[src/hw/adc_port_pkg.sv]
// Purpose: shared constants for the four-channel simultaneous read port
// Assumes: 100 MHz system clock, conversion clock sampled as a pin input
// Notes:   conversion timing is counted in conversion-clock rising edges
package adc_port_pkg;

  // ----------------------------------------------------------------
  // data and channel layout
  // ----------------------------------------------------------------
  localparam int unsigned RESULT_W     = 12;
  localparam int unsigned NUM_CH       = 4;
  localparam int unsigned CH_W         = 2;
  localparam int unsigned RESULT_MSB   = 11;
  localparam int unsigned RESULT_LSB   = 0;
  localparam logic [1:0]  CH_FIRST     = 2'h0;
  localparam logic [1:0]  CH_LAST      = 2'h3;

  // ----------------------------------------------------------------
  // conversion timing
  // ----------------------------------------------------------------
  // edges for one channel; four channels plus two closing edges give 78
  localparam int unsigned EDGES_PER_CH = 19;
  localparam int unsigned SEQ_EDGES    = 78;
  localparam int unsigned EDGE_CNT_W   = 7;
  localparam logic [6:0]  EDGE_LAST    = 7'h4D;  // 78 - 1
  localparam logic [6:0]  EDGE_ZERO    = 7'h00;

  // internal oscillator: period in ns and half-period in CLK cycles
  localparam int unsigned CLK_PERIOD_NS = 10;
  localparam int unsigned OSC_PERIOD_NS = 400;
  localparam int unsigned OSC_HALF_CYC  =
    OSC_PERIOD_NS / (2 * CLK_PERIOD_NS);
  localparam int unsigned OSC_CNT_W     = 8;

  // external clock considered absent after this many system cycles
  localparam int unsigned EXT_IDLE_NS   = 20000;
  localparam int unsigned EXT_IDLE_CYC  = EXT_IDLE_NS / CLK_PERIOD_NS;
  localparam int unsigned IDLE_CNT_W    = 12;

  // ----------------------------------------------------------------
  // sequencer states
  // ----------------------------------------------------------------
  typedef enum logic [2:0] {
    ST_TRACK = 3'b001,
    ST_CONV  = 3'b010,
    ST_READY = 3'b100
  } seq_state_t;

endpackage : adc_port_pkg

[src/hw/pin_sync.sv]
// Purpose: two-flop synchroniser for one pin input
// Assumes: pin is asynchronous to CLK
// Notes:   first flop feeds only the second flop
`timescale 1ns/100ps
module pin_sync
#(
  parameter logic INIT = 1'b0
)
(
  // clock
  input  wire logic clk,
  input  wire logic rst,
  input  wire logic ce,
  // pin in, synchronised out
  input  wire logic pin,
  output logic      sync
);

  logic meta_q;
  logic meta_d;
  logic sync_q;
  logic sync_d;

  // next values
  always_comb
  begin
    meta_d = ce ? pin : meta_q;
    sync_d = ce ? meta_q : sync_q;
  end

  // two-stage register
  always_ff @(posedge clk)
  begin
    if (rst)
    begin
      meta_q <= INIT;
      sync_q <= INIT;
    end
    else
    begin
      meta_q <= meta_d;
      sync_q <= sync_d;
    end
  end

  assign sync = sync_q;

endmodule : pin_sync

[src/hw/conv_clock_sel.sv]
// Purpose: choose external conversion clock or internal oscillator
// Assumes: synchronised clock pin level as input
// Notes:   a pin held low long enough counts as tied to negative supply
`timescale 1ns/100ps
module conv_clock_sel
#(
  parameter int unsigned IDLE_CYC = adc_port_pkg::EXT_IDLE_CYC,
  parameter int unsigned HALF_CYC = adc_port_pkg::OSC_HALF_CYC
)
(
  // clock
  input  wire logic clk,
  input  wire logic rst,
  input  wire logic ce,
  // synchronised clock pin
  input  wire logic clk_pin_s,
  // one-cycle pulse per rising conversion-clock edge
  output logic      edge_pulse,
  output logic      use_internal
);

  localparam int unsigned IW = adc_port_pkg::IDLE_CNT_W;
  localparam int unsigned OW = adc_port_pkg::OSC_CNT_W;

  logic          prev_q,  prev_d;
  logic [IW-1:0] idle_q,  idle_d;
  logic          int_q,   int_d;
  logic [OW-1:0] osc_q,   osc_d;
  logic          osc_lv_q, osc_lv_d;
  logic          edge_q,  edge_d;

  // pin watch, oscillator and edge selection
  always_comb
  begin
    prev_d   = clk_pin_s;
    idle_d   = idle_q;
    int_d    = int_q;
    osc_d    = osc_q;
    osc_lv_d = osc_lv_q;
    edge_d   = 1'b0;
    if (clk_pin_s)
    begin
      idle_d = '0;
      int_d  = 1'b0; // external clock present
    end
    else if (idle_q == IW'(IDLE_CYC - 1))
      int_d  = 1'b1; // pin tied low: internal oscillator
    else
      idle_d = idle_q + IW'(1);
    if (osc_q == OW'(HALF_CYC - 1))
    begin
      osc_d    = '0;
      osc_lv_d = ~osc_lv_q;
    end
    else
      osc_d = osc_q + OW'(1);
    if (int_q)
      edge_d = (osc_q == OW'(HALF_CYC - 1)) && !osc_lv_q;
    else
      edge_d = clk_pin_s && !prev_q;
  end

  // register state
  always_ff @(posedge clk)
  begin
    if (rst)
    begin
      prev_q   <= 1'b0;
      idle_q   <= '0;
      int_q    <= 1'b0;
      osc_q    <= '0;
      osc_lv_q <= 1'b0;
      edge_q   <= 1'b0;
    end
    else if (ce)
    begin
      prev_q   <= prev_d;
      idle_q   <= idle_d;
      int_q    <= int_d;
      osc_q    <= osc_d;
      osc_lv_q <= osc_lv_d;
      edge_q   <= edge_d;
    end
  end

  assign edge_pulse   = edge_q;
  assign use_internal = int_q;

endmodule : conv_clock_sel

[src/hw/quad_adc_read_port.sv]
// Purpose: control and read-out of a four-channel simultaneous converter
// Assumes: conversion results arrive as four 12-bit words from the core
// Notes:   data pins are split into value and enable, both registered
//
// Summary of operation
// - a rising trigger edge puts all track/holds in hold and starts.
// - channels are converted in order 1, 2, 3, 4 within a cycle.
// - the trigger is taken at any time, independent of select and read.
// - an active-low completion flag output reports converter status.
// - when the flag falls the track/holds return to track mode.
// - data is enabled onto the bus only while select and read are low.
// - four reads after a conversion return channels 1 to 4 in order.
// - the device is selected only while chip select is held low.
// - conversion runs on the clock pin, or internal oscillator if tied low.
// - each result is a 12-bit two's-complement word, bit 11 the MSB.
// - data outputs are three-state, released whenever no read is on.
// - the flag falls only after all four results are stored.
// - the whole sequence takes 78 or 79 rising conversion-clock edges.
// - no result register can be addressed directly, only in sequence.
`timescale 1ns/100ps
module quad_adc_read_port
#(
  parameter int unsigned DATA_W   = adc_port_pkg::RESULT_W,
  parameter int unsigned IDLE_CYC = adc_port_pkg::EXT_IDLE_CYC,
  parameter int unsigned HALF_CYC = adc_port_pkg::OSC_HALF_CYC
)
(
  // system clock, reset, enable
  input  wire logic              CLK,
  input  wire logic              RST,
  input  wire logic              CE,
  // control pins from host
  input  wire logic              CONVERSION_TRIGGER,
  input  wire logic              CS_N,
  input  wire logic              RD_N,
  input  wire logic              CONV_CLK,
  // conversion results from the sampling core, one per channel
  input  wire logic [DATA_W-1:0] CH1_SAMPLE,
  input  wire logic [DATA_W-1:0] CH2_SAMPLE,
  input  wire logic [DATA_W-1:0] CH3_SAMPLE,
  input  wire logic [DATA_W-1:0] CH4_SAMPLE,
  // status and track/hold control
  output logic                   INT_N,
  output logic                   HOLD,
  output logic [1:0]             CONV_CH,
  // three-state result bus
  output logic [DATA_W-1:0]      RESULT_BUS_O,
  output logic                   RESULT_BUS_OE
);

  localparam int unsigned CW = adc_port_pkg::CH_W;
  localparam int unsigned EW = adc_port_pkg::EDGE_CNT_W;
  localparam int unsigned NC = adc_port_pkg::NUM_CH;
  localparam int unsigned EPC = adc_port_pkg::EDGES_PER_CH;

  // ----------------------------------------------------------------
  // pin synchronisers
  // ----------------------------------------------------------------
  logic trig_s;
  logic cs_n_s;
  logic rd_n_s;
  logic cclk_s;

  pin_sync #(.INIT(1'b0)) u_sync_trig
  (
    .clk  (CLK),
    .rst  (RST),
    .ce   (CE),
    .pin  (CONVERSION_TRIGGER),
    .sync (trig_s)
  );

  pin_sync #(.INIT(1'b1)) u_sync_cs
  (
    .clk  (CLK),
    .rst  (RST),
    .ce   (CE),
    .pin  (CS_N),
    .sync (cs_n_s)
  );

  pin_sync #(.INIT(1'b1)) u_sync_rd
  (
    .clk  (CLK),
    .rst  (RST),
    .ce   (CE),
    .pin  (RD_N),
    .sync (rd_n_s)
  );

  pin_sync #(.INIT(1'b0)) u_sync_cclk
  (
    .clk  (CLK),
    .rst  (RST),
    .ce   (CE),
    .pin  (CONV_CLK),
    .sync (cclk_s)
  );

  // ----------------------------------------------------------------
  // conversion clock source
  // ----------------------------------------------------------------
  logic cedge;

  conv_clock_sel #(
    .IDLE_CYC (IDLE_CYC),
    .HALF_CYC (HALF_CYC)
  ) u_clk_sel
  (
    .clk          (CLK),
    .rst          (RST),
    .ce           (CE),
    .clk_pin_s    (cclk_s),
    .edge_pulse   (cedge),
    .use_internal ()
  );

  // ----------------------------------------------------------------
  // state
  // ----------------------------------------------------------------
  adc_port_pkg::seq_state_t st_q, st_d;
  logic              trig_prev_q, trig_prev_d;
  logic              arm_q,       arm_d;
  logic [EW-1:0]     edges_q,     edges_d;
  logic [CW-1:0]     conv_ch_q,   conv_ch_d;
  logic [CW-1:0]     rd_ptr_q,    rd_ptr_d;
  logic              rd_prev_q,   rd_prev_d;
  logic              int_n_q,     int_n_d;
  logic              hold_q,      hold_d;
  logic [DATA_W-1:0] res_q [NC];
  logic [DATA_W-1:0] res_d [NC];
  logic [DATA_W-1:0] bus_q,       bus_d;
  logic              oe_q,        oe_d;

  logic trig_rise;
  logic read_act;
  logic read_end;
  logic [DATA_W-1:0] sample_sel;

  // trigger edge and read strobe qualification
  always_comb
  begin
    trig_rise = trig_s && !trig_prev_q; // synchronised to CLK, independent of CS, RD
    read_act  = !cs_n_s && !rd_n_s;     // selected only on low CS
    read_end  = rd_prev_q && !read_act;
  end

  // sample source for the channel now being converted
  always_comb
  begin
    unique case (conv_ch_q)
      2'h0:    sample_sel = CH1_SAMPLE;
      2'h1:    sample_sel = CH2_SAMPLE;
      2'h2:    sample_sel = CH3_SAMPLE;
      default: sample_sel = CH4_SAMPLE;
    endcase
  end

  // ----------------------------------------------------------------
  // sequencer next state
  // ----------------------------------------------------------------
  always_comb
  begin
    st_d        = st_q;
    trig_prev_d = trig_s;
    arm_d       = arm_q;
    edges_d     = edges_q;
    conv_ch_d   = conv_ch_q;
    rd_ptr_d    = rd_ptr_q;
    rd_prev_d   = read_act;
    int_n_d     = int_n_q;
    hold_d      = hold_q;
    res_d       = res_q;
    if (trig_rise)
    begin
      st_d      = adc_port_pkg::ST_CONV;
      hold_d    = 1'b1;                    // all channels into hold
      arm_d     = 1'b0;                    // wait for first clock edge
      edges_d   = adc_port_pkg::EDGE_ZERO;
      conv_ch_d = adc_port_pkg::CH_FIRST;  // start at channel 1
      rd_ptr_d  = adc_port_pkg::CH_FIRST;
      int_n_d   = 1'b1;
    end
    else
    begin
      if (read_act)
        int_n_d = 1'b1;                    // read clears ready
      unique case (st_q)
        adc_port_pkg::ST_TRACK:
        begin
          hold_d = 1'b0;
        end
        adc_port_pkg::ST_CONV:
        begin
          if (cedge)
          begin
            // first edge only aligns: gives 78 or 79 edges in all
            if (!arm_q)
              arm_d = 1'b1;
            else
            begin
              edges_d = edges_q + EW'(1);
              if (edges_q == EW'(EPC * (32'(conv_ch_q) + 1) - 1))
              begin
                res_d[conv_ch_q] = sample_sel; // store in order
                if (conv_ch_q != adc_port_pkg::CH_LAST)
                  conv_ch_d = conv_ch_q + CW'(1);
              end
              if (edges_q == adc_port_pkg::EDGE_LAST)
              begin
                // all four stored: flag falls, ST_READY, track/holds back to track
                st_d    = adc_port_pkg::ST_READY;
                int_n_d = 1'b0;    // wins over a read
                hold_d  = 1'b0;
              end
            end
          end
        end
        adc_port_pkg::ST_READY:
        begin
          hold_d = 1'b0;
        end
        default:
        begin
          st_d = adc_port_pkg::ST_TRACK;
        end
      endcase
      if (read_end)
        rd_ptr_d = rd_ptr_q + CW'(1);      // implicit address only
    end
  end

  // ----------------------------------------------------------------
  // read port next state
  // ----------------------------------------------------------------
  always_comb
  begin
    oe_d  = read_act;                      // both strobes low
    bus_d = read_act ? res_q[rd_ptr_q] : '0; // channel order 1..4
  end

  // register all state
  always_ff @(posedge CLK)
  begin
    if (RST)
    begin
      st_q        <= adc_port_pkg::ST_TRACK;
      trig_prev_q <= 1'b0;
      arm_q       <= 1'b0;
      edges_q     <= adc_port_pkg::EDGE_ZERO;
      conv_ch_q   <= adc_port_pkg::CH_FIRST;
      rd_ptr_q    <= adc_port_pkg::CH_FIRST;
      rd_prev_q   <= 1'b0;
      int_n_q     <= 1'b1;
      hold_q      <= 1'b0;
      res_q       <= '{default: '0};
      bus_q       <= '0;
      oe_q        <= 1'b0;
    end
    else if (CE)
    begin
      st_q        <= st_d;
      trig_prev_q <= trig_prev_d;
      arm_q       <= arm_d;
      edges_q     <= edges_d;
      conv_ch_q   <= conv_ch_d;
      rd_ptr_q    <= rd_ptr_d;
      rd_prev_q   <= rd_prev_d;
      int_n_q     <= int_n_d;
      hold_q      <= hold_d;
      res_q       <= res_d;
      bus_q       <= bus_d;
      oe_q        <= oe_d;
    end
  end

  // ----------------------------------------------------------------
  // outputs, all from flops
  // ----------------------------------------------------------------
  assign INT_N         = int_n_q;
  assign HOLD          = hold_q;
  assign CONV_CH       = conv_ch_q;
  assign RESULT_BUS_O  = bus_q;           // 12-bit two's complement
  assign RESULT_BUS_OE = oe_q;

endmodule : quad_adc_read_port

[config.mk]
export PLATFORM = sky130hd
export DESIGN_NAME = quad_adc_read_port
export DESIGN_NICKNAME = d
export VERILOG_FILES = /design/src/hw/adc_port_pkg.sv /design/src/hw/pin_sync.sv /design/src/hw/conv_clock_sel.sv /design/src/hw/quad_adc_read_port.sv
export SDC_FILE = /design/constraint.sdc
export NUM_CORES = 1
export LEC_CHECK = 0
export ABC_AREA = 1
export BUFFER_PORTS_ARGS = -buffer_cell sky130_fd_sc_hd__buf_2
export CAP_MARGIN = 30
export CORE_ASPECT_RATIO = 0.75
export CORE_MARGIN = 10
export CORE_UTILIZATION = 25
export DETAILED_ROUTE_END_ITERATION = 10
export GPL_TIMING_DRIVEN = 0
export SETUP_SLACK_MARGIN = 0.2
export SLEW_MARGIN = 40
export SYNTH_ARGS = -nofsm -noshare
export SYNTH_HDL_FRONTEND = slang
export SYNTH_SLANG_ARGS = --single-unit
[constraint.sdc]
create_clock -name CLK -period 2.3 [get_ports CLK]
set_input_delay 0.345 -clock CLK [delete_from_list [all_inputs] [get_ports CLK]]
set_output_delay 0.345 -clock CLK [all_outputs]
set_load 0.01 [all_outputs]
==> Word level (Yosys, flattened, before mapping) <==
Cells that the tools add are included.
{ "totals": {"elab_cells": 135, "register_bits": 111, "output_inout_bits": 17, "input_bits": 55} }
{ "op_classes": {"eq_ne": 15, "n_lt_le_gt_ge": 3, "multipliers": 1, "n_addsub": 7, "bitwise_logic": 4, "mux": 45, "n_reduce_logical": 32} }
{ "op_table": {"columns": ["cell", "count"], "rows": [
  ["$mux 12", 6],
  ["$bwmux 48", 1],
  ["$pmux 12 s3", 1],
  ["$mux 7", 4],
  ["$bmux 12 s2", 1],
  ["$demux 12 s2", 1],
  ["$mux 1", 16],
  ["$mux 2", 8],
  ["$reduce_bool 2->1", 7],
  ["$add 12x1->12 const B", 1],
  ["$eq 12x11->1 const B", 1],
  ["$mux 3", 4],
  ["$reduce_and 6->1", 2],
  ["$reduce_and 5->1", 2],
  ["$add 8x1->8 const B", 1],
  ["$eq 8x5->1 const B", 1],
  ["$mux 8", 1],
  ["$reduce_and 2->1", 4],
  ["$add 7x1->7 const B", 1],
  ["$eq 7x7->1", 1],
  ["$eq 7x7->1 const B", 1],
  ["$mul 5x3->7 const A", 1],
  ["$sub 7x1->7 const B", 1],
  ["$ge 3x3->1 const B", 2],
  ["other kinds (23)", 38]
]} }

==> Longest topological paths before layout <==
Gate-level depths: netlist of the first run.
{ "depth": {"ltp_word": 9, "mapped_depth": 13, "ltp_nobuf": 12} }

==> By module <==
Synthesis of the first run repeated with hierarchy kept, for this count alone.
{ "hier_totals": {"cells_unflattened": 901, "hier_area_um2": 5820.6} }
{ "modules_own_cells": {"columns": ["module", "area_per_inst_um2", "n_inst", "seq_area_each_um2", "cells_per_inst"], "rows": [
  ["quad_adc_read_port", 4216.5, 1, 1581.5, 666],
  ["conv_clock_sel", 1291.2, 1, 480.5, 189],
  ["pin_sync (u_sync_cclk ...)", 83.8, 2, 40.0, 13],
  ["pin_sync (u_sync_cs ...)", 72.6, 2, 40.0, 10]
]} }

==> Least setup slack after synthesis of the first run <==
Ideal clock, no wire load.
{ "synth_timing": {"kind": "flip-flop to flip-flop", "start": "register conv_ch_q[0], in the netlist CONV_CH[0]", "end": "register res_q[10] (netlist bit)", "setup_ps": 110, "synth_period_minus_slack_ps": 1965, "n_path_buf": 2, "setup_slack_ps": 335, "arrival_time_ps": 1855, "stages_incl_launch_ff": 13, "cell_sequence": "dfxtp_1 inv_1 ha_1 inv_1 nand3_1 nand2_1 nand2_1 nor2_8 buf_6 buf_6 nand4_1 nand2_1 nor2_1"} }
{ "synth_between": {"elab_chain_cells": 6, "word_cells_on_any_way": 16, "cone_classes": "add/sub (2); mul (1); order compare (2); eq/ne (3); mux (4); bitwise (1); reduce/logical (3)"} }
{ "synth_rtl": {"columns": ["item", "line_no", "rtl"], "rows": [
  ["from (decl)", "quad_adc_read_port.sv:125", "logic [CW-1:0] conv_ch_q, conv_ch_d;"],
  ["from (signal assigned)", "quad_adc_read_port.sv:251", "conv_ch_q <= adc_port_pkg::CH_FIRST;"],
  ["from (signal assigned)", "quad_adc_read_port.sv:266", "conv_ch_q <= conv_ch_d;"],
  ["parallel branches: the longest is 6 deep, another holds $mul 5x3->7", null, null],
  ["to (signal assigned)", "quad_adc_read_port.sv:271", "res_q <= res_d;"],
  ["to (decl)", "quad_adc_read_port.sv:130", "logic [DATA_W-1:0] res_q [NC];"]
]} }
Several ways; the timed one is not identified.
A chain may end at the register's enable or synchronous reset.

==> Worst setup path after layout of the first run <==
{ "layout_timing": {"start": "register conv_ch_q[0], in the netlist CONV_CH[0]", "end": "register res_q[31] (netlist bit)"} }
Same word-level chain as after synthesis.

==> report_table.html, run 1 <==
<table>
<tr><th>Metric</th><th>Value</th></tr>
<tr><th colspan="2">Routing</th></tr>
<tr><td>Routed Wire Length</td><td>18,460 µm</td></tr>
<tr><td>Number of detailed-routing iterations run before antenna repair</td><td>5</td></tr>
<tr><td>Top routing layer in use</td><td>met5</td></tr>
<tr><td>Routed via count divided by cell count</td><td>4.620</td></tr>
<tr><td>Routed length on met2</td><td>7957 µm</td></tr>
<tr><td>Final routed DRC violation total</td><td>0</td></tr>
<tr><td>Starting DRC count in detailed routing</td><td>519</td></tr>
<tr><td>Remaining antenna violation count</td><td>0</td></tr>
<tr><td>Met3 WL</td><td>1160 µm</td></tr>
<tr><td>WL/cell</td><td>14.10 µm</td></tr>
<tr><td>Routed metal-1 wirelength</td><td>9168 µm</td></tr>
<tr><td>Number of vias in the routed layout</td><td>6,047</td></tr>
<tr><th colspan="2">Global routing</th></tr>
<tr><td>Maximum number of pins on one net before global-route repair</td><td>17</td></tr>
<tr><td>Vias in the first global route</td><td>5,466</td></tr>
<tr><td>Total global routing overflow</td><td>0</td></tr>
<tr><td>Global-route wire length before repair</td><td>29,060 µm</td></tr>
<tr><td>GRT Overall Usage</td><td>11.94%</td></tr>
<tr><td>Initial antenna violation count</td><td>1</td></tr>
<tr><th colspan="2">Min path</th></tr>
<tr><td>Class of the tightest hold or removal check</td><td>primary input to flop</td></tr>
<tr><td>Critical hold path startpoint</td><td>RD_N</td></tr>
<tr><td>Sink of the worst hold path</td><td>u_sync_rd.meta_q$_SDFFE_PP1P_</td></tr>
<tr><td>WHS Path Cells</td><td>3</td></tr>
<tr><th colspan="2">Synth</th></tr>
<tr><td>Netlist area before placement</td><td>0.005969 mm²</td></tr>
<tr><td>Synthesized instance count</td><td>916</td></tr>
<tr><td>Fraction of the yosys area taken by sequential cells</td><td>37.22%</td></tr>
<tr><td>Avg Inst Size Synth</td><td>6.517 µm²</td></tr>
<tr><td>Number of register bits inferred by synthesis</td><td>111</td></tr>
<tr><td>Number of synthesis warnings</td><td>0</td></tr>
<tr><td>Post-synthesis net count</td><td>980</td></tr>
<tr><td>Distinct cells, synth</td><td>35</td></tr>
<tr><th colspan="2">Power and ir drop</th></tr>
<tr><td>Internal portion of total power</td><td>0.002844 W</td></tr>
<tr><td>Seq pwr share</td><td>51.9%</td></tr>
<tr><td>Total net switching power</td><td>0.0009515 W</td></tr>
<tr><td>Gate power share</td><td>8.4%</td></tr>
<tr><td>Pwr dens</td><td>532.1 mW/mm²</td></tr>
<tr><td>Switching power as a share of total power</td><td>25.07%</td></tr>
<tr><td>Proportion of power drawn by the clock network</td><td>39.7%</td></tr>
<tr><td>Maximum ir drop on the vdd rail</td><td>0.0002953 V</td></tr>
<tr><td>Leak Pwr</td><td>3.094 nW</td></tr>
<tr><th colspan="2">STA</th></tr>
<tr><td>Count of endpoints failing setup in the final report</td><td>0</td></tr>
<tr><td>Time the worst path needs with I/O delays and setup</td><td>2.030 ns</td></tr>
<tr><td>Final worst path period share</td><td>88.25%</td></tr>
<tr><td>Final-report hold violation count</td><td>0</td></tr>
<tr><td>Slew at the pin closest to its max-slew limit</td><td>0.9766 ns</td></tr>
<tr><td>Hold Worst Slack</td><td>0.2141 ns</td></tr>
<tr><td>Maximum clock rate</td><td>492.7 MHz</td></tr>
<tr><td>Number of max-slew violations in the final report</td><td>0</td></tr>
<tr><td>Worst clock skew on the final layout</td><td>0.006162 ns</td></tr>
<tr><td>Setup repair after global routing missed its margin</td><td>yes</td></tr>
<tr><td>Final total negative setup slack</td><td>0 ns</td></tr>
<tr><td>Slew margin rel.</td><td>34.20%</td></tr>
<tr><th colspan="2">Layout</th></tr>
<tr><td>Most frequent cells in the layout</td><td>sky130_fd_sc_hd__nand2_1 (234), sky130_fd_sc_hd__inv_1 (133), sky130_fd_sc_hd__dfxtp_1 (108)</td></tr>
<tr><td>Share of cells above drive strength 1</td><td>15.06%</td></tr>
<tr><td>Post-route standard cell area excluding fillers</td><td>0.007132 mm²</td></tr>
<tr><td>FILL cells</td><td>2,495</td></tr>
<tr><td>Most frequent standard cell in the layout excluding fill and tap cells</td><td>sky130_fd_sc_hd__nand2_1</td></tr>
<tr><td>Count of antenna diodes in the layout</td><td>0</td></tr>
<tr><td>NumNets Final</td><td>1,069</td></tr>
<tr><td>Layout-stage area growth over the synthesis result</td><td>19.47%</td></tr>
<tr><th colspan="2">Die</th></tr>
<tr><td>Std cell rows</td><td>48</td></tr>
<tr><td>DIE WIDTH</td><td>198.4 µm</td></tr>
<tr><td>Placeable Area</td><td>0.02324 mm²</td></tr>
<tr><td>Chip Height</td><td>153.8 µm</td></tr>
<tr><td>Number of I/O pins</td><td>72</td></tr>
<tr><td>DIE AREA</td><td>0.03052 mm²</td></tr>
<tr><td>Initial core utilization</td><td>25.68%</td></tr>
<tr><th colspan="2">Setup path</th></tr>
<tr><td>Critical setup path kind</td><td>flop to flop</td></tr>
<tr><td>Startpoint types</td><td>flop</td></tr>
<tr><td>Register-to-Register Path Depth</td><td>6</td></tr>
<tr><td>Reg-to-reg slack, setup</td><td>0.27 ns</td></tr>
<tr><td>R2R Path End</td><td>res_q[31]$_SDFFE_PP0P_</td></tr>
<tr><td>Crit end category</td><td>flop</td></tr>
<tr><td>Max Fanout on Critical Path</td><td>7</td></tr>
<tr><td>Endpoint required time on the critical path</td><td>2.56 ns</td></tr>
<tr><td>Data arrival time of the worst path</td><td>2.29 ns</td></tr>
<tr><td>Worst r2r src</td><td>CONV_CH[0]$_SDFFE_PP0P_</td></tr>
<tr><th colspan="2">Clock network</th></tr>
<tr><td>Clock transition at the registers of the reported paths</td><td>0.07 ns</td></tr>
<tr><td>TritonCTS sink count</td><td>111</td></tr>
<tr><td>CTS H-tree lvls</td><td>3</td></tr>
<tr><td>TritonCTS clock tree</td><td>done</td></tr>
<tr><td>Number of buffers inserted by hold repair at cts</td><td>0</td></tr>
<tr><td>Root buffer selected by CTS</td><td>sky130_fd_sc_hd__clkbuf_16</td></tr>
<tr><td>Insertion delay to the later sink of the worst-skew pair</td><td>0.36 ns</td></tr>
<tr><td>Clock buffer count from CTS</td><td>9</td></tr>
<tr><td>Clk buf depth</td><td>2</td></tr>
<tr><th colspan="2">Placed design</th></tr>
<tr><td>Final weighted congestion of routability-driven global placement</td><td>0.8505</td></tr>
<tr><td>Placed standard-cell area</td><td>0.006695 mm²</td></tr>
<tr><td>Detailed Place HPWL</td><td>14,140 µm</td></tr>
<tr><td>Total of buffers placed on input and output ports</td><td>70</td></tr>
<tr><th colspan="2">Run</th></tr>
<tr><td>Reported max-cap violation count</td><td>0</td></tr>
<tr><th colspan="2">Run status</th></tr>
<tr><td>Outcome</td><td>finished, final reports clean</td></tr>
</table>
## synth_stat cells
library cell                 n  area [µm²]
sky130_fd_sc_hd__o211ai_1    1       7.510
sky130_fd_sc_hd__a21oi_1    81       405.4
sky130_fd_sc_hd__buf_1       3       11.26
sky130_fd_sc_hd__clkbuf_1   21       78.83
sky130_fd_sc_hd__nand4_2     1       12.51
sky130_fd_sc_hd__buf_2      15       75.07
sky130_fd_sc_hd__o32ai_1     1       8.760
sky130_fd_sc_hd__ha_1        9       112.6
sky130_fd_sc_hd__nor3b_1     3       22.52
sky130_fd_sc_hd__buf_6       6       67.56
sky130_fd_sc_hd__dfxtp_1   111        2222
sky130_fd_sc_hd__nand2_2     8       50.05
sky130_fd_sc_hd__a31oi_1     2       12.51
sky130_fd_sc_hd__nor4_1      1       6.260
sky130_fd_sc_hd__nor2_8      3       60.06
sky130_fd_sc_hd__nand3_4     5       87.58
sky130_fd_sc_hd__inv_2       3       11.26
sky130_fd_sc_hd__inv_4       1       6.260
sky130_fd_sc_hd__xnor2_1     1       8.760
sky130_fd_sc_hd__nand2_4     1       11.26
sky130_fd_sc_hd__nor3_1     14       70.07
sky130_fd_sc_hd__nor2_2      1       6.260
sky130_fd_sc_hd__nand4_1    47       294.0
sky130_fd_sc_hd__o21ai_0    53       265.3
sky130_fd_sc_hd__o21a_1      1       7.510
sky130_fd_sc_hd__buf_4       1       7.510
sky130_fd_sc_hd__inv_1     135       506.7
sky130_fd_sc_hd__nand3b_1    2       15.01
sky130_fd_sc_hd__nand3_1    37       185.2
sky130_fd_sc_hd__a22o_1      1       8.760
sky130_fd_sc_hd__xor2_1      2       17.52
sky130_fd_sc_hd__o21bai_1    2       15.01
sky130_fd_sc_hd__nand2_1   236       885.9
sky130_fd_sc_hd__nor2_1    105       394.1
sky130_fd_sc_hd__o22ai_1     2       12.51
## logic make-up (layout without fill, tap and decap cells)
group,count (synthesis),after routing,synth area share (%)
compound gates,144,144,12.45
xor+xnor,3,3,0.4402
fa+ha+maj,9,9,1.886
buf+inv,185,278,12.81
simple gates,464,464,35.19
flops,111,111,37.22
## metal layers
layer	track usage [%]	vias up
met4	2.392	2
li1	-	3091
met5	0	-
met3	2.726	20
met1	16.82	2774
met2	18.11	160
## state kept, by name (all words and copies together), names as in the netlist, 2 cells and up
| signal | flops |
|---|---|
| RESULT_BUS_O | 12 |
| res_q | 48 |
| rd_ptr_q | 2 |
| u_clk_sel.idle_q | 12 |
| u_clk_sel.osc_q | 8 |
| edges_q | 7 |
| CONV_CH | 2 |
| st_q | 3 |
## critical path: stages, from the launching register on
cell                      delay, ns
sky130_fd_sc_hd__dfxtp_4       0.39
sky130_fd_sc_hd__ha_1          0.27
sky130_fd_sc_hd__inv_1         0.14
sky130_fd_sc_hd__o21ai_0       0.76
sky130_fd_sc_hd__nand4_1       0.21
sky130_fd_sc_hd__nand2_1       0.12
sky130_fd_sc_hd__nor2_1        0.05
## stage by stage
| step | std cells | utilization [%] | worst slack [ns] | power (W) |
|---|---|---|---|---|
| final | 1309 | 30.68 | 0.2702 | 0.003795 |
| after global routing | 1309 | 30.68 | 0.1799 | 0.003962 |
| after CTS | 1301 | 30.06 | 0.2024 | 0.003833 |
| after detailed placement | 1286 | 28.81 | 0.01526 | 0.002329 |
| after global placement | 1286 | 28.81 | 0.07989 | 0.002326 |
| after floorplan | 916 | - | 0.3350 | 0.002200 |
## what timing repair did
action | 4_1_cts | 5_1_grt
pin swaps | 3 | 7
setup buffers | 0 | 7
endpoints found under the setup margin | 44 | 56
gates cloned | 0 | 1
resized for setup | 7 | 23
## worst max-delay path by stage
stage,to,slack [ns],depth (start not counted),startpoint
floorplan,res_q[10]$_SDFFE_PP0P_,0.33,12,CONV_CH[0]$_SDFFE_PP0P_
CTS,res_q[35]$_SDFFE_PP0P_,0.20,13,CONV_CH[1]$_SDFFE_PP0P_
finish,res_q[31]$_SDFFE_PP0P_,0.27,6,CONV_CH[0]$_SDFFE_PP0P_
global placement,res_q[35]$_SDFFE_PP0P_,0.08,12,CONV_CH[0]$_SDFFE_PP0P_
detailed placement,res_q[35]$_SDFFE_PP0P_,0.02,10,CONV_CH[0]$_SDFFE_PP0P_
global route,res_q[14]$_SDFFE_PP0P_,0.18,11,CONV_CH[0]$_SDFFE_PP0P_
## power groups by stage
stage	Sequential, W	Clock [W]	Combinational (W)
after floorplan	0.00201	0	0.000191
after global placement	0.00201	0	0.000313
after detailed placement	0.00201	0	0.000315
after CTS	0.00197	0.00155	0.000317
after global routing	0.00197	0.00163	0.000360
final	0.00197	0.00151	0.000320
## layout make-up
type / instances / area [µm²] / area share (%)
multi-input combinational: 620 / 3035 / 42.56
sequential: 111 / 2231 / 31.28
inverter: 139 / 528.0 / 7.404
timing repair buffer: 78 / 427.9 / 6.000
tap: 300 / 375.4 / 5.263
buffer: 46 / 259.0 / 3.632
clock buffer: 12 / 256.5 / 3.596
clock inverter: 3 / 18.77 / 0.2632
No activity file was read; power rests on OpenSTA's default activity.
==> run 2, diff against run 1 <==
- CTS_BUF_LIST: unset -> sky130_fd_sc_hd__clkbuf_4 sky130_fd_sc_hd__clkbuf_8
- GPL_ROUTABILITY_DRIVEN: unset -> 0
==> run 2 against run 1 <==
Final cell count rose by 0.23%. Die area did not move. Largest power group unchanged. Combinational power barely moved. Clock power shrank 25%. Critical path type unchanged. Largest cell class unchanged. Setup slack improved by 0.061 ns.
==> report_table.html, run 2 (synthesized netlist as in run 1, its figures left out) <==
<table>
<tr><th>Metric</th><th>Value</th></tr>
<tr><th colspan="2">Run status</th></tr>
<tr><td>Outcome</td><td>finished, final reports clean</td></tr>
<tr><th colspan="2">Global routing</th></tr>
<tr><td>Maximum number of pins on one net before global-route repair</td><td>17</td></tr>
<tr><td>GRT Overall Usage</td><td>11.93%</td></tr>
<tr><td>Initial antenna violation count</td><td>1</td></tr>
<tr><td>Met2 Track Usage GR</td><td>17.99%</td></tr>
<tr><td>Global Route met3 Usage</td><td>2.726%</td></tr>
<tr><td>Global routing met1 resource utilization</td><td>16.83%</td></tr>
<tr><td>Most Used Layer, Global Route</td><td>met2</td></tr>
<tr><td>Vias in the first global route</td><td>5,453</td></tr>
<tr><td>Total global routing overflow</td><td>0</td></tr>
<tr><td>Global-route wire length before repair</td><td>29,040 µm</td></tr>
<tr><th colspan="2">Die</th></tr>
<tr><td>DIE WIDTH</td><td>198.4 µm</td></tr>
<tr><td>Chip Height</td><td>153.8 µm</td></tr>
<tr><td>Std cell rows</td><td>48</td></tr>
<tr><td>Initial core utilization</td><td>25.68%</td></tr>
<tr><td>DIE AREA</td><td>0.03052 mm²</td></tr>
<tr><td>Placeable Area</td><td>0.02324 mm²</td></tr>
<tr><td>Number of I/O pins</td><td>72</td></tr>
<tr><th colspan="2">STA</th></tr>
<tr><td>Time the worst path needs with I/O delays and setup</td><td>1.969 ns</td></tr>
<tr><td>Final worst path period share</td><td>85.62%</td></tr>
<tr><td>Setup repair after global routing missed its margin</td><td>no</td></tr>
<tr><td>Slew at the pin closest to its max-slew limit</td><td>0.9289 ns</td></tr>
<tr><td>Final-report hold violation count</td><td>0</td></tr>
<tr><td>Maximum clock rate</td><td>507.8 MHz</td></tr>
<tr><td>Worst clock skew on the final layout</td><td>0.01703 ns</td></tr>
<tr><td>Number of max-slew violations in the final report</td><td>0</td></tr>
<tr><td>Count of endpoints failing setup in the final report</td><td>0</td></tr>
<tr><td>Smallest setup slack after layout</td><td>0.3309 ns</td></tr>
<tr><td>Slew margin rel.</td><td>37.42%</td></tr>
<tr><td>Final total negative setup slack</td><td>0 ns</td></tr>
<tr><th colspan="2">Clock network</th></tr>
<tr><td>Insertion delay to the later sink of the worst-skew pair</td><td>0.40 ns</td></tr>
<tr><td>CTS H-tree lvls</td><td>3</td></tr>
<tr><td>TritonCTS clock tree</td><td>done</td></tr>
<tr><td>Clk buf depth</td><td>2</td></tr>
<tr><td>Clock transition at the registers of the reported paths</td><td>0.11 ns</td></tr>
<tr><td>TritonCTS sink count</td><td>111</td></tr>
<tr><td>Number of buffers inserted by hold repair at cts</td><td>0</td></tr>
<tr><td>Clock buffer count from CTS</td><td>9</td></tr>
<tr><td>Root buffer selected by CTS</td><td>sky130_fd_sc_hd__clkbuf_8</td></tr>
<tr><th colspan="2">Routing</th></tr>
<tr><td>Routed via count divided by cell count</td><td>4.612</td></tr>
<tr><td>WL/cell</td><td>14.13 µm</td></tr>
<tr><td>Number of detailed-routing iterations run before antenna repair</td><td>5</td></tr>
<tr><td>Number of vias in the routed layout</td><td>6,051</td></tr>
<tr><td>Routed Wire Length</td><td>18,530 µm</td></tr>
<tr><td>Remaining antenna violation count</td><td>0</td></tr>
<tr><td>Final routed DRC violation total</td><td>0</td></tr>
<tr><td>Starting DRC count in detailed routing</td><td>513</td></tr>
<tr><th colspan="2">Setup path</th></tr>
<tr><td>Worst r2r src</td><td>CONV_CH[0]$_SDFFE_PP0P_</td></tr>
<tr><td>Register-to-Register Path Depth</td><td>12</td></tr>
<tr><td>Data arrival time of the worst path</td><td>2.28 ns</td></tr>
<tr><td>Startpoint types</td><td>flop</td></tr>
<tr><td>Endpoint required time on the critical path</td><td>2.61 ns</td></tr>
<tr><td>Critical setup path kind</td><td>flop to flop</td></tr>
<tr><td>R2R Path End</td><td>res_q[32]$_SDFFE_PP0P_</td></tr>
<tr><td>Crit end category</td><td>flop</td></tr>
<tr><td>Reg-to-reg slack, setup</td><td>0.33 ns</td></tr>
<tr><td>Max Fanout on Critical Path</td><td>10</td></tr>
<tr><th colspan="2">Layout</th></tr>
<tr><td>FILL cells</td><td>2,491</td></tr>
<tr><td>Post-route standard cell area excluding fillers</td><td>0.007094 mm²</td></tr>
<tr><td>NumNets Final</td><td>1,072</td></tr>
<tr><td>Most frequent cells in the layout</td><td>sky130_fd_sc_hd__nand2_1 (233), sky130_fd_sc_hd__inv_1 (133), sky130_fd_sc_hd__dfxtp_1 (108)</td></tr>
<tr><td>Share of cells above drive strength 1</td><td>15.61%</td></tr>
<tr><td>Count of antenna diodes in the layout</td><td>0</td></tr>
<tr><td>Layout-stage area growth over the synthesis result</td><td>18.84%</td></tr>
<tr><td>Most frequent standard cell in the layout excluding fill and tap cells</td><td>sky130_fd_sc_hd__nand2_1</td></tr>
<tr><td>Register with the most flip-flops</td><td>res_q</td></tr>
<tr><td>Flip-flop count of the largest register after layout</td><td>48</td></tr>
<tr><th colspan="2">Min path</th></tr>
<tr><td>WHS Path Cells</td><td>3</td></tr>
<tr><td>Class of the tightest hold or removal check</td><td>primary input to flop</td></tr>
<tr><td>Sink of the worst hold path</td><td>u_sync_rd.meta_q$_SDFFE_PP1P_</td></tr>
<tr><td>Critical hold path startpoint</td><td>RD_N</td></tr>
<tr><th colspan="2">Run</th></tr>
<tr><td>Reported max-cap violation count</td><td>0</td></tr>
<tr><th colspan="2">Placed design</th></tr>
<tr><td>Detailed Place HPWL</td><td>14,140 µm</td></tr>
<tr><td>Worst-case setup slack after placement</td><td>0.01526 ns</td></tr>
<tr><td>Total of buffers placed on input and output ports</td><td>70</td></tr>
<tr><td>Placed standard-cell area</td><td>0.006695 mm²</td></tr>
<tr><th colspan="2">Power and ir drop</th></tr>
<tr><td>Leak Pwr</td><td>3.081 nW</td></tr>
<tr><td>Pwr dens</td><td>482.7 mW/mm²</td></tr>
<tr><td>Maximum ir drop on the vdd rail</td><td>0.0002826 V</td></tr>
</table>
-- run 2: power breakdown --
group	internal, W	switching (W)	leakage, nW
registers	0.00195	0.0000227	0.900
clock network	0.000459	0.000677	0.0956
logic	0.000110	0.000210	2.09
total	0.00251	0.000910	3.08
-- run 2: worst max-delay path, stage by stage (launching register included) --
cell	delay [ns]
sky130_fd_sc_hd__dfxtp_4	0.40
sky130_fd_sc_hd__clkinvlp_4	0.14
sky130_fd_sc_hd__ha_4	0.25
sky130_fd_sc_hd__inv_1	0.05
sky130_fd_sc_hd__nand3_1	0.08
sky130_fd_sc_hd__nand2_2	0.08
sky130_fd_sc_hd__nand2_2	0.10
sky130_fd_sc_hd__nor2_8	0.18
sky130_fd_sc_hd__buf_12	0.12
sky130_fd_sc_hd__buf_2	0.19
sky130_fd_sc_hd__nand4_1	0.15
sky130_fd_sc_hd__nand2_1	0.11
sky130_fd_sc_hd__nor2_1	0.04
-- run 2: layout make-up --
class | count | area [µm²] | share of cell area, %
Sequential cell | 111 | 2231 | 31.45
Clock buffer | 12 | 158.9 | 2.240
Timing Repair Buffer | 81 | 488.0 | 6.878
Buffer | 46 | 259.0 | 3.651
Multi-Input combinational cell | 620 | 3035 | 42.79
Clock inverter | 3 | 18.77 | 0.2646
Tap cell | 300 | 375.4 | 5.291
Inverter | 139 | 528.0 | 7.443
-- run 2: per-stage QoR --
stage | hold slack, ns | cells | power, W | utilization [%]
6_report | 0.1732 | 1312 | 0.003424 | 30.52
3_3_place_gp | 0.4476 | 1286 | 0.002326 | 28.81
3_5_place_dp | 0.4513 | 1286 | 0.002329 | 28.81
2_1_floorplan | 0.4292 | 916 | 0.002200 | -
4_1_cts | 0.1726 | 1301 | 0.003455 | 29.65
5_1_grt | 0.1798 | 1312 | 0.003580 | 30.52
-- run 2: layer usage --
metal  wire length (µm)  share of wire [%]
met1               9148                 49
met2               8098                 44
met3               1080                5.8
met5                 13              0.070
met4                192                1.0
-- run 2: how the worst max path moves through the flow --
| stage | from | endpoint | slack [ns] | depth (start not counted) |
|---|---|---|---|---|
| 3_5_place_dp | CONV_CH[0]$_SDFFE_PP0P_ | res_q[35]$_SDFFE_PP0P_ | 0.02 | 10 |
| 3_3_place_gp | CONV_CH[0]$_SDFFE_PP0P_ | res_q[35]$_SDFFE_PP0P_ | 0.08 | 12 |
| 4_1_cts | CONV_CH[0]$_SDFFE_PP0P_ | res_q[35]$_SDFFE_PP0P_ | 0.20 | 10 |
| 2_1_floorplan | CONV_CH[0]$_SDFFE_PP0P_ | res_q[10]$_SDFFE_PP0P_ | 0.33 | 12 |
| 5_1_grt | CONV_CH[0]$_SDFFE_PP0P_ | res_q[37]$_SDFFE_PP0P_ | 0.18 | 11 |
| 6_report | CONV_CH[0]$_SDFFE_PP0P_ | res_q[32]$_SDFFE_PP0P_ | 0.33 | 12 |
-- run 2: what timing repair did --
item | 4_1_cts | 5_1_grt
buffers inserted | 0 | 9
pin swaps | 3 | 7
cloned | 0 | 2
resized for setup | 6 | 23
endpoints found under the setup margin | 45 | 56
